`config.mk`:
```
export PLATFORM = sky130hd
export DESIGN_NAME = mmac_calc
export DESIGN_NICKNAME = d
export VERILOG_FILES = /design/src/rtl/mmac_pkg.sv /design/src/rtl/mmac_calc.sv
export SDC_FILE = /design/constraint.sdc
export NUM_CORES = 2
export LEC_CHECK = 0
export ABC_CLOCK_PERIOD_IN_PS = 118600
export CAP_MARGIN = 5
export CORE_ASPECT_RATIO = 2
export CORE_MARGIN = 2
export CORE_UTILIZATION = 50
export DETAILED_ROUTE_END_ITERATION = 7
export DONT_BUFFER_PORTS = 1
export GPL_TIMING_DRIVEN = 0
export PLACE_DENSITY_LB_ADDON = 0.25
export SLEW_MARGIN = 5
export SYNTH_ARGS = -nofsm -noshare
export SYNTH_HDL_FRONTEND = slang
export SYNTH_SLANG_ARGS = --single-unit
```
`constraint.sdc`:
```
create_clock -name mclk -period 118.6 [get_ports mclk]
set_clock_uncertainty 0.05 [all_clocks]
set_input_delay 0 -clock mclk [delete_from_list [all_inputs] [get_ports mclk]]
set_output_delay 0 -clock mclk [all_outputs]
set_load 0.01 [all_outputs]
```
`src/rtl/mmac_pkg.sv`:
```
// Shared constants and types of the calculator
package mmac_pkg;

    // Clock rate and the one-second time base
    localparam int unsigned CLK_HZ = 10_000_000;
    localparam int unsigned TICK_PERIOD_S = 1;
    localparam int unsigned TICK_CYCLES = TICK_PERIOD_S * CLK_HZ;

    // Lock answer wait, in seconds
    localparam int unsigned LOCK_WAIT_S = 5;
    localparam int unsigned LOCK_WAIT_TICKS = LOCK_WAIT_S / TICK_PERIOD_S;

    // Unit multipliers in seconds
    localparam int unsigned SEC_PER_MIN = 60;
    localparam int unsigned SEC_PER_HOUR = 3600;
    localparam int unsigned SEC_PER_DAY = 86400;

    // Input count limits and widths
    localparam int MIN_INPUTS = 2;
    localparam int MAX_INPUTS = 8;
    localparam int NUM_W = 34;
    localparam int TMR_W = 25;
    localparam int LCK_W = 8;

    // Float field constants
    localparam int F16_EXP_MAX = 15;
    localparam int F16_M_MAX = 2047;
    localparam int F16_M_MIN = -2048;
    localparam int F32_BIAS = 127;
    localparam int F32_MANT = 23;

    // Register word addresses
    localparam logic [3:0] ADDR_CFG = 4'h0;
    localparam logic [3:0] ADDR_TIME = 4'h1;
    localparam logic [3:0] ADDR_STAT = 4'h2;
    localparam logic [3:0] ADDR_RES = 4'h3;

    // Object index of the lock in read requests
    localparam logic [3:0] RD_OBJ_LOCK = 4'h8;

    // Enumerated choices
    typedef enum logic [1:0] {MODE_MAX, MODE_MIN, MODE_AVG, MODE_RSVD} mmac_mode_e;
    typedef enum logic [2:0] {
        FMT_PCT, FMT_U8, FMT_S8, FMT_U16, FMT_S16, FMT_F16, FMT_U32, FMT_F32
    } mmac_fmt_e;
    typedef enum logic [1:0] {RST_RECEIVED, RST_BLOCK, RST_READ, RST_RSVD} mmac_rst_e;
    typedef enum logic [1:0] {LOCK_OPEN, LOCK_SHUT, LOCK_READ, LOCK_KEEP} mmac_lock_e;
    typedef enum logic [1:0] {UNIT_SEC, UNIT_MIN, UNIT_HOUR, UNIT_DAY} mmac_unit_e;

    // Configuration register layout
    typedef struct packed {
        logic [10:0] rsvd;
        logic [1:0] lock_restart;
        logic lock_en;
        logic [1:0] cyc_unit;
        logic cyc_en;
        logic [1:0] dly_unit;
        logic dly_en;
        logic [1:0] restart;
        logic on_change;
        logic [2:0] fmt;
        logic [3:0] n_in;
        logic [1:0] mode;
    } mmac_cfg_s;

    // Time register layout
    typedef struct packed {
        logic [15:0] rsvd;
        logic [7:0] cyc_val;
        logic [7:0] dly_val;
    } mmac_time_s;

    // Status register layout
    typedef struct packed {
        logic [15:0] rsvd;
        logic [7:0] got;
        logic [3:0] rsvd2;
        logic dly_pend;
        logic res_valid;
        logic blocked;
        logic locked;
    } mmac_stat_s;

    // Reset values
    localparam mmac_cfg_s CFG_RST = '{rsvd: 11'h0, lock_restart: LOCK_OPEN,
        lock_en: 1'b0, cyc_unit: UNIT_MIN, cyc_en: 1'b0, dly_unit: UNIT_MIN,
        dly_en: 1'b0, restart: RST_RECEIVED, on_change: 1'b0, fmt: FMT_PCT,
        n_in: 4'h2, mode: MODE_MAX};
    localparam mmac_time_s TIME_RST = '{rsvd: 16'h0, cyc_val: 8'h01,
        dly_val: 8'h01};

endpackage

```
`src/rtl/mmac_calc.sv`:
```
// Min/max/average value calculator core
//
// Notes on behaviour
// - Output max, min or mean of inputs.
// - Two to eight inputs; only configured ones count.
// - One shared value format for all objects.
// - Update mode sends on every input telegram.
// - Change mode sends only when result differs.
// - Restart mode: use inputs received since restart.
// - Block mode: no output until all inputs seen.
// - Read mode: request every input, use answers.
// - Optional send delay, 1-255 time units.
// - Optional cyclic repeat, 1-255 time units.
// - Optional lock input disables the function.
// - Lock state on bus return: four choices.
// - Read lock on return; unanswered means unlocked.
`timescale 1ns/1ps
module mmac_calc #(
    parameter int unsigned TICK_CYCLES = mmac_pkg::TICK_CYCLES
) (
    // Clock and reset
    input wire logic mclk,
    input wire logic sys_rst,
    // Register port
    input wire logic [3:0] reg_addr,
    input wire logic [31:0] reg_wdata,
    input wire logic reg_wr,
    input wire logic reg_rd,
    output logic [31:0] reg_rdata,
    // Bus voltage return event
    input wire logic bus_return,
    // Input value telegrams
    input wire logic in_valid,
    input wire logic [2:0] in_idx,
    input wire logic [31:0] in_value,
    // Lock telegrams
    input wire logic lock_valid,
    input wire logic lock_value,
    // Output telegram
    output logic out_valid,
    output logic [31:0] out_value,
    // Read requests towards the bus
    output logic rdreq_valid,
    output logic [3:0] rdreq_obj
);
    import mmac_pkg::*;

    // Prescaler width, one bit at least
    localparam int PRE_W = (TICK_CYCLES > 2) ? $clog2(TICK_CYCLES) : 1;

    typedef enum logic [1:0] {ST_IDLE, ST_SCAN, ST_DONE} mmac_state_e;

    // Mask of configured inputs
    function automatic logic [7:0] in_mask(input logic [3:0] n);
        logic [7:0] m;
        m = '0;
        for (int i = 0; i < MAX_INPUTS; i++) begin
            m[i] = (i < n);
        end
        return m;
    endfunction

    // Ticks for a value and unit; zero acts as one
    function automatic logic [TMR_W-1:0] ticks_of(input logic [7:0] v,
                                                 input logic [1:0] u);
        int unsigned mult;
        int unsigned val;
        val = (v == 8'h00) ? 1 : int'(v);
        case (u)
            UNIT_SEC: mult = 1;
            UNIT_MIN: mult = SEC_PER_MIN;
            UNIT_HOUR: mult = SEC_PER_HOUR;
            default: mult = SEC_PER_DAY;
        endcase
        return TMR_W'(val * mult / TICK_PERIOD_S);
    endfunction

    // Number for comparing, and for summing except F32
    function automatic logic signed [NUM_W-1:0] decode(input logic [31:0] r,
                                                      input logic [2:0] f);
        case (f)
            FMT_S8: return NUM_W'($signed(r[7:0]));
            FMT_U16: return $signed(NUM_W'(r[15:0]));
            FMT_S16: return NUM_W'($signed(r[15:0]));
            FMT_F16: return NUM_W'($signed({r[15], r[10:0]})) <<< r[14:11];
            FMT_U32: return $signed(NUM_W'(r));
            FMT_F32: return r[31] ? -$signed(NUM_W'(r[30:0]))
                                  : $signed(NUM_W'(r[30:0]));
            default: return $signed(NUM_W'(r[7:0]));
        endcase
    endfunction

    // Float to integer, truncating toward zero
    function automatic logic signed [NUM_W-1:0] f32_to_int(input logic [31:0] f);
        logic [NUM_W-1:0] m;
        logic signed [NUM_W-1:0] r;
        m = {{(NUM_W-24){1'b0}}, 1'b1, f[22:0]};
        if (int'(f[30:23]) < F32_BIAS) begin
            r = '0;
        end else if (int'(f[30:23]) >= F32_BIAS + F32_MANT) begin
            r = $signed(m << (int'(f[30:23]) - F32_BIAS - F32_MANT));
        end else begin
            r = $signed(m >> (F32_BIAS + F32_MANT - int'(f[30:23])));
        end
        return f[31] ? -r : r;
    endfunction

    // Integer to single float, truncated
    function automatic logic [31:0] int_to_f32(input logic signed [NUM_W-1:0] v);
        logic [NUM_W-1:0] a;
        logic [NUM_W-1:0] n;
        int p;
        a = v[NUM_W-1] ? NUM_W'(-v) : NUM_W'(v);
        p = 0;
        for (int i = 0; i < NUM_W; i++) begin
            if (a[i]) p = i;
        end
        n = (p > F32_MANT) ? (a >> (p - F32_MANT)) : (a << (F32_MANT - p));
        if (a == '0) return 32'h0;
        return {v[NUM_W-1], 8'(F32_BIAS + p), n[22:0]};
    endfunction

    // Number to raw value of the format
    function automatic logic [31:0] encode(input logic signed [NUM_W-1:0] v,
                                          input logic [2:0] f);
        logic signed [NUM_W-1:0] m;
        logic [3:0] e;
        m = v;
        e = '0;
        case (f)
            FMT_U16, FMT_S16: return {16'h0, v[15:0]};
            FMT_U32: return v[31:0];
            FMT_F32: return int_to_f32(v);
            FMT_F16: begin
                // Halve until the mantissa fits; precision lost, not range
                for (int i = 0; i < F16_EXP_MAX; i++) begin
                    if (m > F16_M_MAX || m < F16_M_MIN) begin
                        m = m >>> 1;
                        e = e + 4'h1;
                    end
                end
                return {16'h0, m[11], e, m[10:0]};
            end
            default: return {24'h0, v[7:0]};
        endcase
    endfunction

    // Register port state
    mmac_cfg_s cfg_q, cfg_d; // Configuration
    mmac_time_s tim_q, tim_d; // Delay and cycle values
    logic [31:0] rdata_q, rdata_d; // Read data, one cycle late

    // Calculator state
    logic [31:0] raw_q [MAX_INPUTS]; // Held input values
    logic [31:0] raw_d [MAX_INPUTS];
    logic [7:0] got_q, got_d; // Inputs received since restart
    logic pend_q, pend_d; // Recalculation wanted
    mmac_state_e st_q, st_d; // Scan state
    logic [2:0] idx_q, idx_d; // Input under scan
    logic signed [NUM_W-1:0] best_q, best_d; // Best number so far
    logic [31:0] braw_q, braw_d; // Raw value of the best
    logic signed [NUM_W-1:0] sum_q, sum_d; // Running sum
    logic [3:0] cnt_q, cnt_d; // Inputs taken part
    logic [31:0] res_q, res_d; // Last computed result
    logic res_valid_q, res_valid_d; // A result exists
    logic dly_pend_q, dly_pend_d; // Delayed send armed
    logic [TMR_W-1:0] dly_cnt_q, dly_cnt_d; // Delay ticks left
    logic [TMR_W-1:0] cyc_cnt_q, cyc_cnt_d; // Cycle ticks left
    logic [PRE_W-1:0] pre_q, pre_d; // Second prescaler
    logic tick_q, tick_d; // One-second pulse
    logic lock_q, lock_d; // Lock object value
    logic lwait_q, lwait_d; // Awaiting lock answer
    logic [LCK_W-1:0] lcnt_q, lcnt_d; // Lock answer ticks left
    logic [8:0] rd_pend_q, rd_pend_d; // Read requests still to issue
    logic rdv_q, rdv_d; // Read request pulse
    logic [3:0] rdo_q, rdo_d; // Read request object
    logic outv_q, outv_d; // Output telegram pulse
    logic [31:0] outd_q, outd_d; // Output telegram value

    // Derived conditions
    logic [7:0] mask;
    logic locked;
    logic blocked;
    logic can_send;
    mmac_stat_s stat;

    assign mask = in_mask(cfg_q.n_in);
    // Waiting for a lock answer also holds output back
    assign locked = cfg_q.lock_en && (lock_q || lwait_q);
    assign blocked = (cfg_q.restart == RST_BLOCK)
                     && ((got_q & mask) != mask);
    assign can_send = !blocked && !locked;
    assign stat = '{rsvd: 16'h0, got: got_q, rsvd2: 4'h0,
                    dly_pend: dly_pend_q, res_valid: res_valid_q,
                    blocked: blocked, locked: locked};

    // Register port next values
    always_comb begin
        mmac_cfg_s w;
        w = mmac_cfg_s'(reg_wdata);
        cfg_d = cfg_q;
        tim_d = tim_q;
        rdata_d = 32'h0;
        if (reg_wr) begin
            case (reg_addr)
                ADDR_CFG: begin
                    // Clamp input count so the mask stays meaningful
                    w.rsvd = '0;
                    if (w.n_in < 4'(MIN_INPUTS)) w.n_in = 4'(MIN_INPUTS);
                    if (w.n_in > 4'(MAX_INPUTS)) w.n_in = 4'(MAX_INPUTS);
                    cfg_d = w;
                end
                ADDR_TIME: begin
                    tim_d = mmac_time_s'(reg_wdata);
                    tim_d.rsvd = '0;
                end
                default: begin
                    // Unmapped writes are dropped
                end
            endcase
        end
        if (reg_rd) begin
            case (reg_addr)
                ADDR_CFG: rdata_d = cfg_q;
                ADDR_TIME: rdata_d = tim_q;
                ADDR_STAT: rdata_d = stat;
                ADDR_RES: rdata_d = res_q;
                default: rdata_d = 32'h0;
            endcase
        end
    end

    // Register port flops
    always_ff @(posedge mclk) begin
        if (sys_rst) begin
            cfg_q <= CFG_RST;
            tim_q <= TIME_RST;
            rdata_q <= 32'h0;
        end else begin
            cfg_q <= cfg_d;
            tim_q <= tim_d;
            rdata_q <= rdata_d;
        end
    end

    // Calculator next values
    always_comb begin
        logic snd;
        logic [31:0] snd_val;
        logic signed [NUM_W-1:0] num;
        logic [31:0] nres;
        int sel;
        snd = 1'b0;
        snd_val = res_q;
        num = '0;
        nres = '0;
        sel = 0;
        raw_d = raw_q;
        got_d = got_q;
        pend_d = pend_q;
        st_d = st_q;
        idx_d = idx_q;
        best_d = best_q;
        braw_d = braw_q;
        sum_d = sum_q;
        cnt_d = cnt_q;
        res_d = res_q;
        res_valid_d = res_valid_q;
        dly_pend_d = dly_pend_q;
        dly_cnt_d = dly_cnt_q;
        cyc_cnt_d = cyc_cnt_q;
        lock_d = lock_q;
        lwait_d = lwait_q;
        lcnt_d = lcnt_q;
        rd_pend_d = rd_pend_q;
        rdv_d = 1'b0;
        rdo_d = rdo_q;
        outv_d = 1'b0;
        outd_d = outd_q;

        // One-second tick from the clock
        if (pre_q == PRE_W'(TICK_CYCLES - 1)) begin
            pre_d = '0;
            tick_d = 1'b1;
        end else begin
            pre_d = pre_q + PRE_W'(1);
            tick_d = 1'b0;
        end

        // Delayed send expires on a tick
        if (dly_pend_q && tick_q) begin
            if (dly_cnt_q <= TMR_W'(1)) begin
                dly_pend_d = 1'b0;
                snd = can_send;
            end else begin
                dly_cnt_d = dly_cnt_q - TMR_W'(1);
            end
        end

        // Cyclic repeat
        if (cfg_q.cyc_en && res_valid_q && tick_q) begin
            if (cyc_cnt_q <= TMR_W'(1)) begin
                cyc_cnt_d = ticks_of(tim_q.cyc_val, cfg_q.cyc_unit);
                snd = snd || can_send;
            end else begin
                cyc_cnt_d = cyc_cnt_q - TMR_W'(1);
            end
        end

        // Scan over the inputs, one per cycle
        case (st_q)
            ST_IDLE: begin
                if (pend_q) begin
                    pend_d = 1'b0;
                    st_d = ST_SCAN;
                    idx_d = '0;
                    cnt_d = '0;
                    sum_d = '0;
                end
            end
            ST_SCAN: begin
                // Configured inputs seen since restart
                if (mask[idx_q] && got_q[idx_q]) begin
                    num = decode(raw_q[idx_q], cfg_q.fmt);
                    if (cnt_q == 4'h0
                        || (cfg_q.mode == MODE_MIN ? num < best_q
                                                   : num > best_q)) begin
                        best_d = num;
                        braw_d = raw_q[idx_q];
                    end
                    // Sum wraps past signed NUM_W bits; three large U32 values already do
                    sum_d = sum_q + ((cfg_q.fmt == FMT_F32)
                        ? f32_to_int(raw_q[idx_q]) : num);
                    cnt_d = cnt_q + 4'h1;
                end
                st_d = (idx_q == 3'(MAX_INPUTS - 1)) ? ST_DONE : ST_SCAN;
                idx_d = idx_q + 3'h1;
            end
            ST_DONE: begin
                st_d = ST_IDLE;
                if (cnt_q != 4'h0) begin
                    nres = (cfg_q.mode == MODE_AVG)
                        ? encode(sum_q / $signed(NUM_W'(cnt_q)), cfg_q.fmt)
                        : braw_q;
                    res_d = nres;
                    res_valid_d = 1'b1;
                    // Change mode: against previous result
                    if ((!cfg_q.on_change
                         || !res_valid_q || nres != res_q)
                        && can_send) begin
                        if (cfg_q.dly_en) begin
                            // A newer result restarts the delay
                            dly_pend_d = 1'b1;
                            dly_cnt_d = ticks_of(tim_q.dly_val,
                                                 cfg_q.dly_unit);
                        end else begin
                            snd = 1'b1;
                            snd_val = nres;
                        end
                    end
                end
            end
            default: st_d = ST_IDLE;
        endcase

        // Input telegram; set wins over the scan start clear
        if (in_valid && mask[in_idx]) begin
            raw_d[in_idx] = in_value;
            got_d[in_idx] = 1'b1;
            pend_d = 1'b1;
        end

        // Lock telegram ends the answer wait
        if (lock_valid && cfg_q.lock_en) begin
            lock_d = lock_value;
            lwait_d = 1'b0;
        end else if (lwait_q && tick_q) begin
            if (lcnt_q <= LCK_W'(1)) begin
                lwait_d = 1'b0;
                lock_d = 1'b0;
            end else begin
                lcnt_d = lcnt_q - LCK_W'(1);
            end
        end

        // Pending read requests, lowest first
        for (int i = 8; i >= 0; i--) begin
            if (rd_pend_q[i]) sel = i;
        end
        if (rd_pend_q != 9'h0) begin
            rdv_d = 1'b1;
            rdo_d = 4'(sel);
            rd_pend_d[sel] = 1'b0;
        end

        // Send the output telegram
        if (snd) begin
            outv_d = 1'b1;
            outd_d = snd_val;
            cyc_cnt_d = ticks_of(tim_q.cyc_val, cfg_q.cyc_unit);
        end

        // Bus return restarts the function
        if (bus_return) begin
            got_d = '0;
            pend_d = 1'b0;
            st_d = ST_IDLE;
            res_valid_d = 1'b0;
            dly_pend_d = 1'b0;
            lwait_d = 1'b0;
            rd_pend_d = '0;
            if (cfg_q.restart == RST_READ) begin
                rd_pend_d[7:0] = mask;
            end
            if (cfg_q.lock_en) begin
                case (cfg_q.lock_restart)
                    LOCK_OPEN: lock_d = 1'b0;
                    LOCK_SHUT: lock_d = 1'b1;
                    LOCK_READ: begin
                        lock_d = 1'b0;
                        lwait_d = 1'b1;
                        lcnt_d = LCK_W'(LOCK_WAIT_TICKS);
                        rd_pend_d[RD_OBJ_LOCK] = 1'b1;
                    end
                    default: lock_d = lock_q;
                endcase
            end
        end
    end

    // Calculator flops
    always_ff @(posedge mclk) begin
        if (sys_rst) begin
            for (int i = 0; i < MAX_INPUTS; i++) begin
                raw_q[i] <= 32'h0;
            end
            got_q <= '0;
            pend_q <= 1'b0;
            st_q <= ST_IDLE;
            idx_q <= '0;
            best_q <= '0;
            braw_q <= 32'h0;
            sum_q <= '0;
            cnt_q <= '0;
            res_q <= 32'h0;
            res_valid_q <= 1'b0;
            dly_pend_q <= 1'b0;
            dly_cnt_q <= '0;
            cyc_cnt_q <= '0;
            pre_q <= '0;
            tick_q <= 1'b0;
            lock_q <= 1'b0;
            lwait_q <= 1'b0;
            lcnt_q <= '0;
            rd_pend_q <= '0;
            rdv_q <= 1'b0;
            rdo_q <= 4'h0;
            outv_q <= 1'b0;
            outd_q <= 32'h0;
        end else begin
            raw_q <= raw_d;
            got_q <= got_d;
            pend_q <= pend_d;
            st_q <= st_d;
            idx_q <= idx_d;
            best_q <= best_d;
            braw_q <= braw_d;
            sum_q <= sum_d;
            cnt_q <= cnt_d;
            res_q <= res_d;
            res_valid_q <= res_valid_d;
            dly_pend_q <= dly_pend_d;
            dly_cnt_q <= dly_cnt_d;
            cyc_cnt_q <= cyc_cnt_d;
            pre_q <= pre_d;
            tick_q <= tick_d;
            lock_q <= lock_d;
            lwait_q <= lwait_d;
            lcnt_q <= lcnt_d;
            rd_pend_q <= rd_pend_d;
            rdv_q <= rdv_d;
            rdo_q <= rdo_d;
            outv_q <= outv_d;
            outd_q <= outd_d;
        end
    end

    // Outputs straight from flops
    assign reg_rdata = rdata_q;
    assign out_valid = outv_q;
    assign out_value = outd_q;
    assign rdreq_valid = rdv_q;
    assign rdreq_obj = rdo_q;

endmodule

```
==> metrics.md <==
| Metric | Value |
|---|---|
| Outcome | `complete, but fails checks` |
| Failing checks | `DRC, capacitance limit, slew limit` |
| Root Buffer | `clkbuf_16` |
| Initial antenna violation count | `16` |
| DR iter-0 viols | `8,065` |
| Post-synthesis area per instance | `7.25 µm²` |
| Total track usage | `44.9%` |
| TritonCTS clock tree | `yes` |
| Starting Density | `50.2%` |
| Crit path time final | `112,110 ps` |
| Synthesized cell area | `72,800 µm²` |
| Total core area | `145,000 µm²` |
| Synth cell types | `147` |
| Max Slew Vio Count | `20` |
| Grt total ovfl | `0` |
| Drt pass-1 iters | `8` |
| WL per Instance | `28.1 µm` |
| #FFs+latches synth | `609` |
| WP buf/inv | `58` |
| Clk sinks | `609` |
| H-tree depth | `2` |
| Nets | `10,800` |
| Vias/cell | `6.80` |
| Worst min-delay path category | `in -> reg` |
| Data arrival, critical path | `112,550 ps` |
| Slowest-stage cell, CP | `or4_1` |
| Max Cap Viol | `4` |
| I/O pin count | `149` |
| Nature of the critical path startpoint | `register` |
| Number of buffers created by CTS | `51` |
| Largest net degree at the start of global routing | `32` |
| CTS max path bufs | `3` |
| First-pass GRT wire length | `508 mm` |
| Synth top cells by count | `1,478 x nand2_1, 957 x a21oi_1, 943 x nor2_1` |
| Number of vias in the routed layout | `83,000` |
| Fmax | `8.92 MHz` |
| # DRC | `2` |
| Port Buffer Count | `0` |
| Setup-failing EPs final | `0` |
| Syn nets | `10,600` |
| WS Path Type | `reg -> reg` |
| DP HPWL | `274 mm` |
| Relative slew slack | `-2.00%` |
| Vias in the first global route | `82,000` |
| Mapped Cells | `10,000` |
| Final Hold Viols | `0` |
| CTS clk-pin slew, worst paths | `80 ps` |
| Worst-skew pair later-pin latency | `690 ps` |
| Data required, critical path | `119,030 ps` |
| Share of layout cells above drive strength 1 | `6.77%` |
| Site Rows | `198` |
| Prevailing post-synth register cell | `dfxtp_1` |
| Leading area contributor after synthesis | `dfxtp_1` |
| Post-synth EDFFs | `0` |
| Crit path largest cell delay | `620 ps` |
| Die X | `274 µm` |
| Top-count cell post-synth | `nand2_1` |
| Period utilization | `94.5%` |
| Die height | `544 µm` |
| Critical path capture point type | `register` |
| Die area | `149,000 µm²` |
| Asr flop ratio synth | `0%` |
| Routed WL | `343 mm` |
| Fin Hold WS | `11.8 ps` |
| Sequential share of the synthesized area | `16.7%` |
| Critical path's top delay family | `simple AND/OR/NAND/NOR gates` |
| Detail Route Antenna Nets | `0` |
| Layout area overhead | `8.46%` |
| Routability cong. | `1.10` |
| Worst slew pin tran | `1520 ps` |
| Post-synth top area share | `16.7%` |
| Synth top area cells | `dfxtp_1 17%, nand2_1 7.6%, a21oi_1 6.6%, ha_1 6.4%, nor2_1 4.9%` |
| Yosys warns | `0` |
| CP max FO | `11` |
==> per-stage QoR <==
stage	TNS, ps	utilization [%]	instance area [µm²]	setup slack [ps]	cells
after floorplan	0	-	72800	26810	10000
after global placement	-116680	51.8	75200	-1580	11900
after detailed placement	-60280	52.1	75600	-926	12000
after CTS	0	54.0	78400	321	12200
after global routing	-1770	54.4	78900	-140	12200
final	0	54.4	79000	6490	12200
==> final cells by class <==
| cell class | instances | area, µm² |
|---|---|---|
| inverter | 330 | 1240 |
| multi-input combinational | 8520 | 57500 |
| buffer | 580 | 2380 |
| fill | 14200 | 66200 |
| timing repair buffer | 152 | 1520 |
| sequential | 609 | 12200 |
| clock buffer | 67 | 1390 |
| clock inverter | 29 | 403 |
| antenna | 19 | 47.5 |
| tap | 1900 | 2380 |
==> logic make-up (layout without fill, tap and decap cells) <==
logic type / count (synthesis) / count (layout) / share of synthesized area (%)
buffers and inverters: 911 / 1158 / 4.96
AO/OA/AOI/OAI: 2996 / 2996 / 27.8
adder cells (fa/ha/maj): 497 / 497 / 9.78
multiplexers: 378 / 378 / 6.79
flip-flops: 609 / 609 / 16.7
AND/OR/NAND/NOR: 4068 / 4068 / 26.7
XOR/XNOR: 581 / 581 / 7.19
other: 0 / 19 / 0
==> layer usage <==
metal / part of all wire, % / up-vias / track usage (%)
li1: - / 37300 / -
met1: 31 / 39400 / 40.2
met2: 49 / 4321 / 79.3
met3: 7.2 / 1954 / 11.3
met4: 13 / 10 / 46.4
met5: 0.024 / - / 0
==> flip-flops by register name, summed over array words and instances (netlist names), 2 cells and up <==
name,count
cnt_q,4
reg_rdata,32
res_q,32
st_q,2
dly_cnt_q,25
raw_q,256
rd_pend_q,9
cyc_cnt_q,25
sum_q,34
out_value,32
got_q,8
rdreq_obj,4
braw_q,32
idx_q,3
pre_q,24
tim_q,16
best_q,34
cfg_q,21
lcnt_q,8
==> layout by cell type (no fill, tap or decap), types with 277 or more instances in the layout <==
cell type,count
nor3_1,299
a21oi_1,951
inv_1,311
ha_1,373
nand3_1,277
o21ai_0,400
xnor2_1,340
nand2_1,1475
nor2_1,935
dfxtp_1,609
clkbuf_1,410
==> repair_timing <==
action,CTS,global route
resized for setup,4,60
hold buffers,96,0
endpoints found under the setup margin,84,116
buffers inserted,2,22
pin swaps,1,10
hold endpoints to repair,345,0
==> worst paths after layout <==
| path | from | end | slack, ps | cells past startpoint |
|---|---|---|---|---|
| worst min-delay path | reg_wdata[1] | cfg_q[1] | 10 | 3 |
| worst min register to register | raw_q[158] | raw_q[158] | 400 | 2 |
| worst max register to register | sum_q[13] | cyc_cnt_q[22] | 6490 | 442 |
| worst max-delay path | sum_q[13] | cyc_cnt_q[22] | 6490 | 442 |
==> worst min-delay path, stage by stage <==
cell,delay (ps)
dlygate4sd3_1,560
nand2_1,70
a21oi_1,50
Power is left out: the tool's default activity adds up to more than one toggle a clock period on the data nets, which glitch-free logic cannot reach.
